## src/inc/charge_timer_pkg.sv

```systemverilog
// constants, register map and types of the charge-limit timer
// Overview of operation
// - limit timer is a 34-stage divider chain, 283 minutes at full length
// - first test switch skips 19 stages, 524,288 times faster
// - first switch on when the sense input is under the charge window and select-one is not biased negative
// - first test mode: output falls after scaled limit, 4.0 to 32.4 ms
// - entering first test mode while charging is harmless
// - second test switch skips 11 stages, 2048 times faster
// - second switch needs sense under window and select-one biased negative
// - second test mode: output falls a nominal 338.8 ms after entry
// - third switch A skips 5 sample-gate stages, 32 times faster
// - third switch B skips 11 holdoff stages, 2048 times faster
// - third switch follows the select-one negative bias alone
// - above the sense window the output drops to trickle
// - two successive slope events after holdoff latch trickle until a restart or reset; in the test modes the output ignores the latch and follows expiry alone
package charge_timer_pkg;
  localparam longint CLK_HZ = 64'd250_000_000;
  localparam int CHAIN_STAGES = 34;
  localparam int CHAIN_W = CHAIN_STAGES + 1;
  localparam longint LIMIT_MIN = 64'd283;
  localparam int TICK_CYCLES =
    int'(LIMIT_MIN * 64'd60 * CLK_HZ / (64'd1 << CHAIN_STAGES));
  localparam int TICK_W = 8;
  localparam int SW1_SKIP = 19;
  localparam int SW2_SKIP = 11;
  localparam int LIMIT_TOP = 31;
  localparam longint MID_DELAY_TENTH_MS = 64'd3388;
  localparam longint MID_TICKS =
    MID_DELAY_TENTH_MS * CLK_HZ / 64'd10000 / longint'(TICK_CYCLES);
  localparam int GATE_STAGES = 10;
  localparam int GATE_SKIP = 5;
  localparam int HOLD_W = 28;
  localparam int HOLD_SKIP = 11;
  localparam longint HOLDOFF_S = 64'd160;
  localparam longint HOLDOFF_TICKS =
    HOLDOFF_S * CLK_HZ / longint'(TICK_CYCLES);
  localparam int ADDR_W = 4;
  localparam logic [3:0] CTRL_OFF = 4'h0;
  localparam logic [3:0] STATUS_OFF = 4'h4;
  localparam logic [3:0] COUNT_OFF = 4'h8;
  localparam int CTRL_FORCE_BIT = 0;
  localparam int CTRL_RESTART_BIT = 1;
  localparam logic CTRL_FORCE_RESET = 1'b0;
  localparam logic [1:0] RESP_OKAY = 2'h0;
  localparam logic [1:0] RESP_DECERR = 2'h3;
  typedef enum logic [1:0] {MODE_NORMAL, MODE_FAST, MODE_MID} mode_type;
  typedef struct packed {
    logic fast;
    logic latched;
    logic expired;
    logic holdoff_done;
    logic [1:0] mode;
    logic [1:0] slopes;
  } status_type;
endpackage

```

## src/rtl/charge_timer_test_bypass.sv

```systemverilog
// charge-limit timer with test-mode stage bypass and register slave
//
// Design decisions made here: the AXI4-Lite slave port and the placing of the registers.
`timescale 1ns/100ps
`default_nettype none
module charge_timer_test_bypass #(
  parameter logic [charge_timer_pkg::HOLD_W-1:0] HOLDOFF_TICKS =
    charge_timer_pkg::HOLD_W'(charge_timer_pkg::HOLDOFF_TICKS),
  parameter logic [charge_timer_pkg::CHAIN_W-1:0] MID_TICKS =
    charge_timer_pkg::CHAIN_W'(charge_timer_pkg::MID_TICKS)
) (
  input wire logic clk_i,
  input wire logic rst_i,
  input wire logic ce_i,
  input wire logic battery_sense_under_i,
  input wire logic battery_sense_over_i,
  input wire logic limit_select_one_neg_i,
  input wire logic [2:0] limit_select_i,
  input wire logic slope_event_i,
  output logic fast_trickle_o,
  output logic sample_gate_o,
  input wire logic [charge_timer_pkg::ADDR_W-1:0] s_axi_awaddr_i,
  input wire logic s_axi_awvalid_i,
  output logic s_axi_awready_o,
  input wire logic [31:0] s_axi_wdata_i,
  input wire logic [3:0] s_axi_wstrb_i,
  input wire logic s_axi_wvalid_i,
  output logic s_axi_wready_o,
  output logic [1:0] s_axi_bresp_o,
  output logic s_axi_bvalid_o,
  input wire logic s_axi_bready_i,
  input wire logic [charge_timer_pkg::ADDR_W-1:0] s_axi_araddr_i,
  input wire logic s_axi_arvalid_i,
  output logic s_axi_arready_o,
  output logic [31:0] s_axi_rdata_o,
  output logic [1:0] s_axi_rresp_o,
  output logic s_axi_rvalid_o,
  input wire logic s_axi_rready_i
);
  import charge_timer_pkg::*;

  logic [TICK_W-1:0] pre_reg, pre_next;
  logic [CHAIN_W-1:0] chain_reg, chain_next, step;
  logic [GATE_STAGES-1:0] gate_reg, gate_next, gate_step;
  logic [HOLD_W-1:0] hold_reg, hold_next, hold_step;
  logic [1:0] slopes_reg, slopes_next;
  mode_type mode, mode_reg;
  logic in_win, in_win_reg, latch_reg, latch_next;
  logic fast_next, gate_o_next, tick, restart, expired, hold_done;
  logic gate_carry, sw3, latch_set;
  logic [3:0] limit_n;
  logic force_reg, force_next, restart_sw_reg, restart_sw_next;

  // timer group
  always_comb
  begin
    in_win = !battery_sense_under_i && !battery_sense_over_i;
    sw3 = limit_select_one_neg_i;
    if (battery_sense_under_i && limit_select_one_neg_i)
      mode = MODE_MID;
    else if (battery_sense_under_i)
      mode = MODE_FAST;
    else
      mode = MODE_NORMAL;
    // entering a test mode restarts the chain, so the delay counts
    // from the sense input leaving the window
    restart = (in_win && !in_win_reg) || (mode != mode_reg)
      || restart_sw_reg;
    tick = (pre_reg == TICK_W'(TICK_CYCLES - 1));
    pre_next = tick ? '0 : pre_reg + 1'b1;
    // bypass adds at a later stage; lower stages are left untouched
    unique case (mode)
      MODE_NORMAL: step = CHAIN_W'(1);
      MODE_FAST: step = CHAIN_W'(1) << SW1_SKIP;
      MODE_MID: step = CHAIN_W'(1) << SW2_SKIP;
    endcase
    chain_next = chain_reg;
    if (restart)
      chain_next = '0;
    else if (tick && !chain_reg[CHAIN_STAGES])
      chain_next = chain_reg + step;
    // open select pins give 8/8 of the full limit, each ground less
    limit_n = {1'b0, limit_select_i} + 4'h1;
    if (mode_reg == MODE_MID)
      expired = (chain_reg >= (MID_TICKS << SW2_SKIP));
    else
      expired = (chain_reg[CHAIN_STAGES:LIMIT_TOP] >= limit_n);
    gate_step = sw3 ? GATE_STAGES'(1) << GATE_SKIP
      : GATE_STAGES'(1);
    {gate_carry, gate_next} = {1'b0, gate_reg};
    if (tick)
      {gate_carry, gate_next} = {1'b0, gate_reg} + {1'b0, gate_step};
    gate_o_next = tick ? gate_carry : sample_gate_o;
    hold_done = (hold_reg >= HOLDOFF_TICKS);
    hold_step = sw3 ? HOLD_W'(1) << HOLD_SKIP : HOLD_W'(1);
    hold_next = hold_reg;
    if (restart)
      hold_next = '0;
    else if (tick && !hold_done)
      hold_next = hold_reg + hold_step;
    slopes_next = slopes_reg;
    if (restart)
      slopes_next = 2'h0;
    else if (tick && gate_carry)
    begin
      if (slope_event_i && hold_done)
        slopes_next = (slopes_reg == 2'h2) ? 2'h2 : slopes_reg + 2'h1;
      else
        slopes_next = 2'h0;
    end
    // a set in the same cycle as a restart does not latch: the restart wins
    // expiry is a level that the restart itself clears, so it may not
    // re-set the latch in the restart cycle or the latch never releases
    latch_set = (slopes_next == 2'h2)
      || (expired && mode_reg == MODE_NORMAL && !restart);
    latch_next = latch_set || (latch_reg && !restart);
    // follow the new mode at once: no false fall on test-mode entry
    if (mode != MODE_NORMAL)
      fast_next = !expired || restart;
    else
      fast_next = in_win && !latch_reg && !expired
        && !force_reg;
  end

  always_ff @(posedge clk_i)
  begin
    if (rst_i)
    begin
      pre_reg <= '0;
      chain_reg <= '0;
      gate_reg <= '0;
      hold_reg <= '0;
      slopes_reg <= 2'h0;
      mode_reg <= MODE_NORMAL;
      in_win_reg <= 1'b0;
      latch_reg <= 1'b0;
      fast_trickle_o <= 1'b0;
      sample_gate_o <= 1'b0;
    end
    else if (ce_i)
    begin
      pre_reg <= pre_next;
      chain_reg <= chain_next;
      gate_reg <= gate_next;
      hold_reg <= hold_next;
      slopes_reg <= slopes_next;
      mode_reg <= mode;
      in_win_reg <= in_win;
      latch_reg <= latch_next;
      fast_trickle_o <= fast_next;
      sample_gate_o <= gate_o_next;
    end
  end

  // register slave group
  logic aw_full_reg, aw_full_next, w_full_reg, w_full_next;
  logic [ADDR_W-1:0] awaddr_reg, awaddr_next;
  logic [31:0] wdata_reg, wdata_next, rdata_next;
  logic [3:0] wstrb_reg, wstrb_next;
  logic bvalid_next, rvalid_next, awready_next, wready_next, arready_next;
  logic [1:0] bresp_next, rresp_next;
  status_type status;

  function automatic logic reg_hit(input logic [ADDR_W-1:0] a);
    reg_hit = (a == CTRL_OFF) || (a == STATUS_OFF) || (a == COUNT_OFF);
  endfunction

  always_comb
  begin
    status = '{fast: fast_trickle_o, latched: latch_reg,
      expired: expired, holdoff_done: hold_done,
      mode: mode_reg, slopes: slopes_reg};
    aw_full_next = aw_full_reg;
    w_full_next = w_full_reg;
    awaddr_next = awaddr_reg;
    wdata_next = wdata_reg;
    wstrb_next = wstrb_reg;
    force_next = force_reg;
    restart_sw_next = 1'b0;
    bvalid_next = s_axi_bvalid_o && !s_axi_bready_i;
    bresp_next = s_axi_bresp_o;
    rvalid_next = s_axi_rvalid_o && !s_axi_rready_i;
    rresp_next = s_axi_rresp_o;
    rdata_next = s_axi_rdata_o;
    if (s_axi_awvalid_i && s_axi_awready_o)
    begin
      aw_full_next = 1'b1;
      awaddr_next = s_axi_awaddr_i;
    end
    if (s_axi_wvalid_i && s_axi_wready_o)
    begin
      w_full_next = 1'b1;
      wdata_next = s_axi_wdata_i;
      wstrb_next = s_axi_wstrb_i;
    end
    if (aw_full_reg && w_full_reg && !s_axi_bvalid_o)
    begin
      aw_full_next = 1'b0;
      w_full_next = 1'b0;
      bvalid_next = 1'b1;
      bresp_next = reg_hit(awaddr_reg) ? RESP_OKAY : RESP_DECERR;
      if (awaddr_reg == CTRL_OFF && wstrb_reg[0])
      begin
        force_next = wdata_reg[CTRL_FORCE_BIT];
        restart_sw_next = wdata_reg[CTRL_RESTART_BIT];
      end
    end
    if (s_axi_arvalid_i && s_axi_arready_o)
    begin
      rvalid_next = 1'b1;
      rresp_next = reg_hit(s_axi_araddr_i) ? RESP_OKAY : RESP_DECERR;
      unique case (s_axi_araddr_i)
        CTRL_OFF: rdata_next = {31'h0, force_reg};
        STATUS_OFF: rdata_next = {24'h0, status};
        COUNT_OFF: rdata_next = chain_reg[31:0];
        default: rdata_next = 32'h0;
      endcase
    end
    // one write and one read in flight; ready drops until answered
    awready_next = !aw_full_next && !bvalid_next;
    wready_next = !w_full_next && !bvalid_next;
    arready_next = !rvalid_next;
  end

  always_ff @(posedge clk_i)
  begin
    if (rst_i)
    begin
      aw_full_reg <= 1'b0;
      w_full_reg <= 1'b0;
      awaddr_reg <= '0;
      wdata_reg <= 32'h0;
      wstrb_reg <= 4'h0;
      force_reg <= CTRL_FORCE_RESET;
      restart_sw_reg <= 1'b0;
      s_axi_awready_o <= 1'b0;
      s_axi_wready_o <= 1'b0;
      s_axi_bvalid_o <= 1'b0;
      s_axi_bresp_o <= RESP_OKAY;
      s_axi_arready_o <= 1'b0;
      s_axi_rvalid_o <= 1'b0;
      s_axi_rresp_o <= RESP_OKAY;
      s_axi_rdata_o <= 32'h0;
    end
    else if (ce_i)
    begin
      aw_full_reg <= aw_full_next;
      w_full_reg <= w_full_next;
      awaddr_reg <= awaddr_next;
      wdata_reg <= wdata_next;
      wstrb_reg <= wstrb_next;
      force_reg <= force_next;
      restart_sw_reg <= restart_sw_next;
      s_axi_awready_o <= awready_next;
      s_axi_wready_o <= wready_next;
      s_axi_bvalid_o <= bvalid_next;
      s_axi_bresp_o <= bresp_next;
      s_axi_arready_o <= arready_next;
      s_axi_rvalid_o <= rvalid_next;
      s_axi_rresp_o <= rresp_next;
      s_axi_rdata_o <= rdata_next;
    end
  end
endmodule // charge_timer_test_bypass
`default_nettype wire

```

## config.mk

```make
export PLATFORM = sky130hd
export DESIGN_NAME = charge_timer_test_bypass
export DESIGN_NICKNAME = d
export VERILOG_FILES = /design/src/inc/charge_timer_pkg.sv /design/src/rtl/charge_timer_test_bypass.sv
export SDC_FILE = /design/constraint.sdc
export NUM_CORES = 1
export LEC_CHECK = 0
export BUFFER_PORTS_ARGS = -buffer_cell sky130_fd_sc_hd__buf_2
export CORE_MARGIN = 3
export CORE_UTILIZATION = 50
export DETAILED_ROUTE_END_ITERATION = 10
export PLACE_DENSITY_LB_ADDON = 0.05
export SYNTH_ARGS = -nofsm -noshare
export SYNTH_HDL_FRONTEND = slang
export SYNTH_SLANG_ARGS = --single-unit
```

## constraint.sdc

```tcl
create_clock -name clk_i -period 3.1 [get_ports clk_i]
set_input_delay 0.155 -clock clk_i [delete_from_list [all_inputs] [get_ports clk_i]]
set_output_delay 0.155 -clock clk_i [all_outputs]
set_load 0.02 [all_outputs]
```

==> qor.tcl <==
set qor(status) {finished, final reports clean}
set qor(postSynthCellCount) 757
set qor(worst_r2r_path_depth) 7
set qor(fin_setup_tns_ps) 0
set qor(synth_ff_type) {sky130_fd_sc_hd__dfxtp_1}
set qor(syn_area_per_cell_um2) 8.52
set qor(synth_seq_cells) 139
set qor(fraction_of_layout_instances_using_a_drive_strength_above_1) 0.150
set qor(post_cts_resized) 0
set qor(cts_root_buf) {sky130_fd_sc_hd__clkbuf_16}
set qor(synth_area_um2) 6450
set qor(combPwrFrac) 0.053
set qor(setup.worst_path.start) {hold_reg[21]}
set qor(worst-endpoint-required_ps) 3400
set qor(first_iter_violations) 377
set qor(final_cells) 1010
set qor(grt_start_max_net_pins) 74
set qor(die_h_um) 120
set qor(arrival_ps) 3100
set qor(fin_crit_sh) 0.903
set qor(synth.lib_cells_used.distinct) 55
set qor(number_of_flops_mapped_to_enable_cells_by_yosys) 0
set qor(leakage_component_of_the_power_nw) 2.99
set qor(crit_path_cell_trace) {nor4bb_1 -> and3_1 -> and4_1 -> a2bb2oi_2 -> buf_4 -> or3_1 -> a21oi_1}
set qor(timing.critical_path.slowest_cell_delay_ps) 930
set qor(dp_hpwl_mm) 10.9
set qor(floorplan.initialDensity) 0.524
set qor(cts_bufs_inserted) 17
set qor(vias) 5799
set qor(number_of_antenna_violations_at_the_first_check_in_global_routing) 0
set qor(num_antenna_cells) 0
set qor(die_w_um) 120
set qor(drt_pre_antenna_iters) 4
set qor(clkSlewWorstSetupHoldPaths_ps) 50
set qor(tritoncts) {done}
set qor(clock_period_minus_worst_slack_ps) 2800
set qor(tightestPinTransition_ps) 1250
set qor(seqPwrFrac) 0.453
set qor(synth_nets) 834
set qor(clkLatencyLatePin_ps) 420
set qor(grt_use_total) 0.223
set qor(relSlewSlack) 0.165
set qor(hp-start) {s_axi_awaddr_i[3]}
set qor(critPathCapture) {hold_reg[15]}
set qor(route.detailed.drc) 0
set qor(timing.setup.critical_path_class) {flip-flop to flip-flop}
set qor(ctsLongestPathBuffers) 2
set qor(first_global_vias) 5538
set qor(layout.cells.most_common) {sky130_fd_sc_hd__dfxtp_1}
set qor(hold_class) {input pin to flip-flop}
set qor(r2r_setup_slack_ps) 300
set qor(count_of_pins_over_their_slew_limit) 0
set qor(core-area_um2) 12300
set qor(cts_num_sinks) 139
set qor(postSynth.asyncResetShare) 0
set qor(first_pass_grt_wire_length_mm) 26.3
set qor(ys_warns) 0
set qor(final_setup_fails) 0
set qor(timing.critical_path.slowest_stage_cell) {sky130_fd_sc_hd__a2bb2oi_2}
set qor(cell_internal_pwr_mw) 3.13
set qor(dp.cells) 972
set qor(final_hold_viol_count) 0
set qor(htreeDepth) 4
set qor(sequential_fraction_of_the_synthesis_area) 0.431
set qor(place_congestion) 0.815
set qor(critPathTopFamily) {compound AO/OA/AOI/OAI gates}
set qor(maxClockFrequency_mhz) 357
set qor(clock_skew_ps) 5.09
set qor(layout.cells.most_common_list) {sky130_fd_sc_hd__dfxtp_1 (139), sky130_fd_sc_hd__nor2_1 (121), sky130_fd_sc_hd__buf_2 (68), sky130_fd_sc_hd__nand2_1 (48), sky130_fd_sc_hd__a21oi_1 (38)}
set qor(wl_per_cell_um) 15.4
set qor(critical_path_cell_count) 7
set qor(port_buffers) 68
set qor(crit_path_max_fanout) 33
set qor(worst_setup_path_start_kind) {flip-flop}
set qor(power_frac_clock) 0.493
set qor(sw_frac_of_total) 0.218
set qor(grt-ovfl-total) 0
set qor(vdd_drop_max_mv) 0.396
set qor(largest_register_ffs) 35
set qor(viasPerCell) 5.74
set qor(antenna_violating_nets_post_route) 0
set qor(timing.critical_path.to_type) {flip-flop}
set qor(cap_viol_max_count) 0
set qor(nets) 906
set qor(p_switching_uw) 873
set qor(r2r_end) {hold_reg[15]}
set qor(worstPathBufferInverterCount) 1
set qor(io_pins) 102
set qor(total_routed_wirelength_mm) 15.6
set qor(grt_setup_unrepaired) {false}
set qor(core.rowCount) 40
set qor(critical_path.reg2reg.startpoint) {hold_reg[21]}
set qor(cellPowerDensity_nw_per_um2) 525
set qor(area_growth_syn_to_layout_pct) 18.2
set qor(full_die_area_um2) 14300
## layer usage
layer	vias up	part of all wire	GRT usage
met2	146	0.46	0.364
li1	2889	-	-
met5	-	0	0
met1	2745	0.46	0.280
met4	0	0.016	0.0723
met3	19	0.067	0.0730
## how the worst min path moves through the flow
stage                     cells after the start  slack [ps]            end
after floorplan                               2         300  awaddr_reg[0]
final                                         3          30  awaddr_reg[3]
after global routing                          3          10  awaddr_reg[3]
after CTS                                     3          10  awaddr_reg[3]
after global placement                        3         380  awaddr_reg[3]
after detailed placement                      3         390  awaddr_reg[1]
## metrics by stage
stage	setup WS [ps]	util	cell area, um^2	total power [mW]	hold WS (ps)
6_report	299	0.619	7630	4.00	27.6
3_3_place_gp	503	0.567	6980	2.05	384
4_1_cts	342	0.619	7630	4.04	11.2
5_1_grt	91.7	0.619	7630	4.15	13.9
3_5_place_dp	363	0.567	6980	2.06	395
2_1_floorplan	742	-	6450	1.98	299
## worst register-to-register path, delay by kind of cell (launching register included)
family | cells | cell delay, ps
buffers and inverters | 1 | 330
AND/OR/NAND/NOR | 4 | 960
flip-flops | 1 | 400
AO/OA/AOI/OAI | 2 | 990
## synth_stat cells (all sizes together), types with 12 or more instances
| master | n | area, um^2 |
|---|---|---|
| nand2 | 48 | 180 |
| o21ai | 23 | 115 |
| or3 | 16 | 100 |
| clkbuf | 30 | 114 |
| mux2i | 12 | 120 |
| nand4 | 29 | 181 |
| xor2 | 32 | 280 |
| nor3 | 18 | 90.1 |
| and3 | 22 | 138 |
| inv | 17 | 63.8 |
| dfxtp | 139 | 2780 |
| a22oi | 36 | 270 |
| nand3 | 35 | 175 |
| or4 | 13 | 97.6 |
| a21oi | 38 | 190 |
| xnor2 | 18 | 158 |
| nor2 | 121 | 454 |
| ha | 18 | 225 |
## kinds of logic after synthesis
logic type,Yosys count,synth area share
XOR/XNOR,50,0.0679
AND/OR/NAND/NOR,336,0.260
flip-flops,139,0.431
multiplexers,12,0.0186
adder cells (fa/ha/maj),18,0.0349
AO/OA/AOI/OAI,147,0.153
buffers and inverters,55,0.0341
## layout make-up
cell class	instances	area [um^2]
inverters	17	63.8
clock inverters	8	90.1
fillers	1115	4690
multi-input cells	563	3460
clock buffers	24	492
well taps	168	210
repair buffers	91	528
flip-flops and latches	139	2780
## power groups by stage
stage	Combinational (mW)	Sequential, mW	Clock (mW)
finish	0.214	1.82	1.98
global route	0.234	1.82	2.10
floorplan	0.127	1.86	0
detailed placement	0.207	1.85	0
global placement	0.200	1.85	0
CTS	0.214	1.81	2.02
## timing repair
action	4_1_cts	5_1_grt
hold endpoints to repair	6	0
buffers inserted	0	0
hold buffers	6	0
No activity file was read; power rests on OpenSTA's default activity.
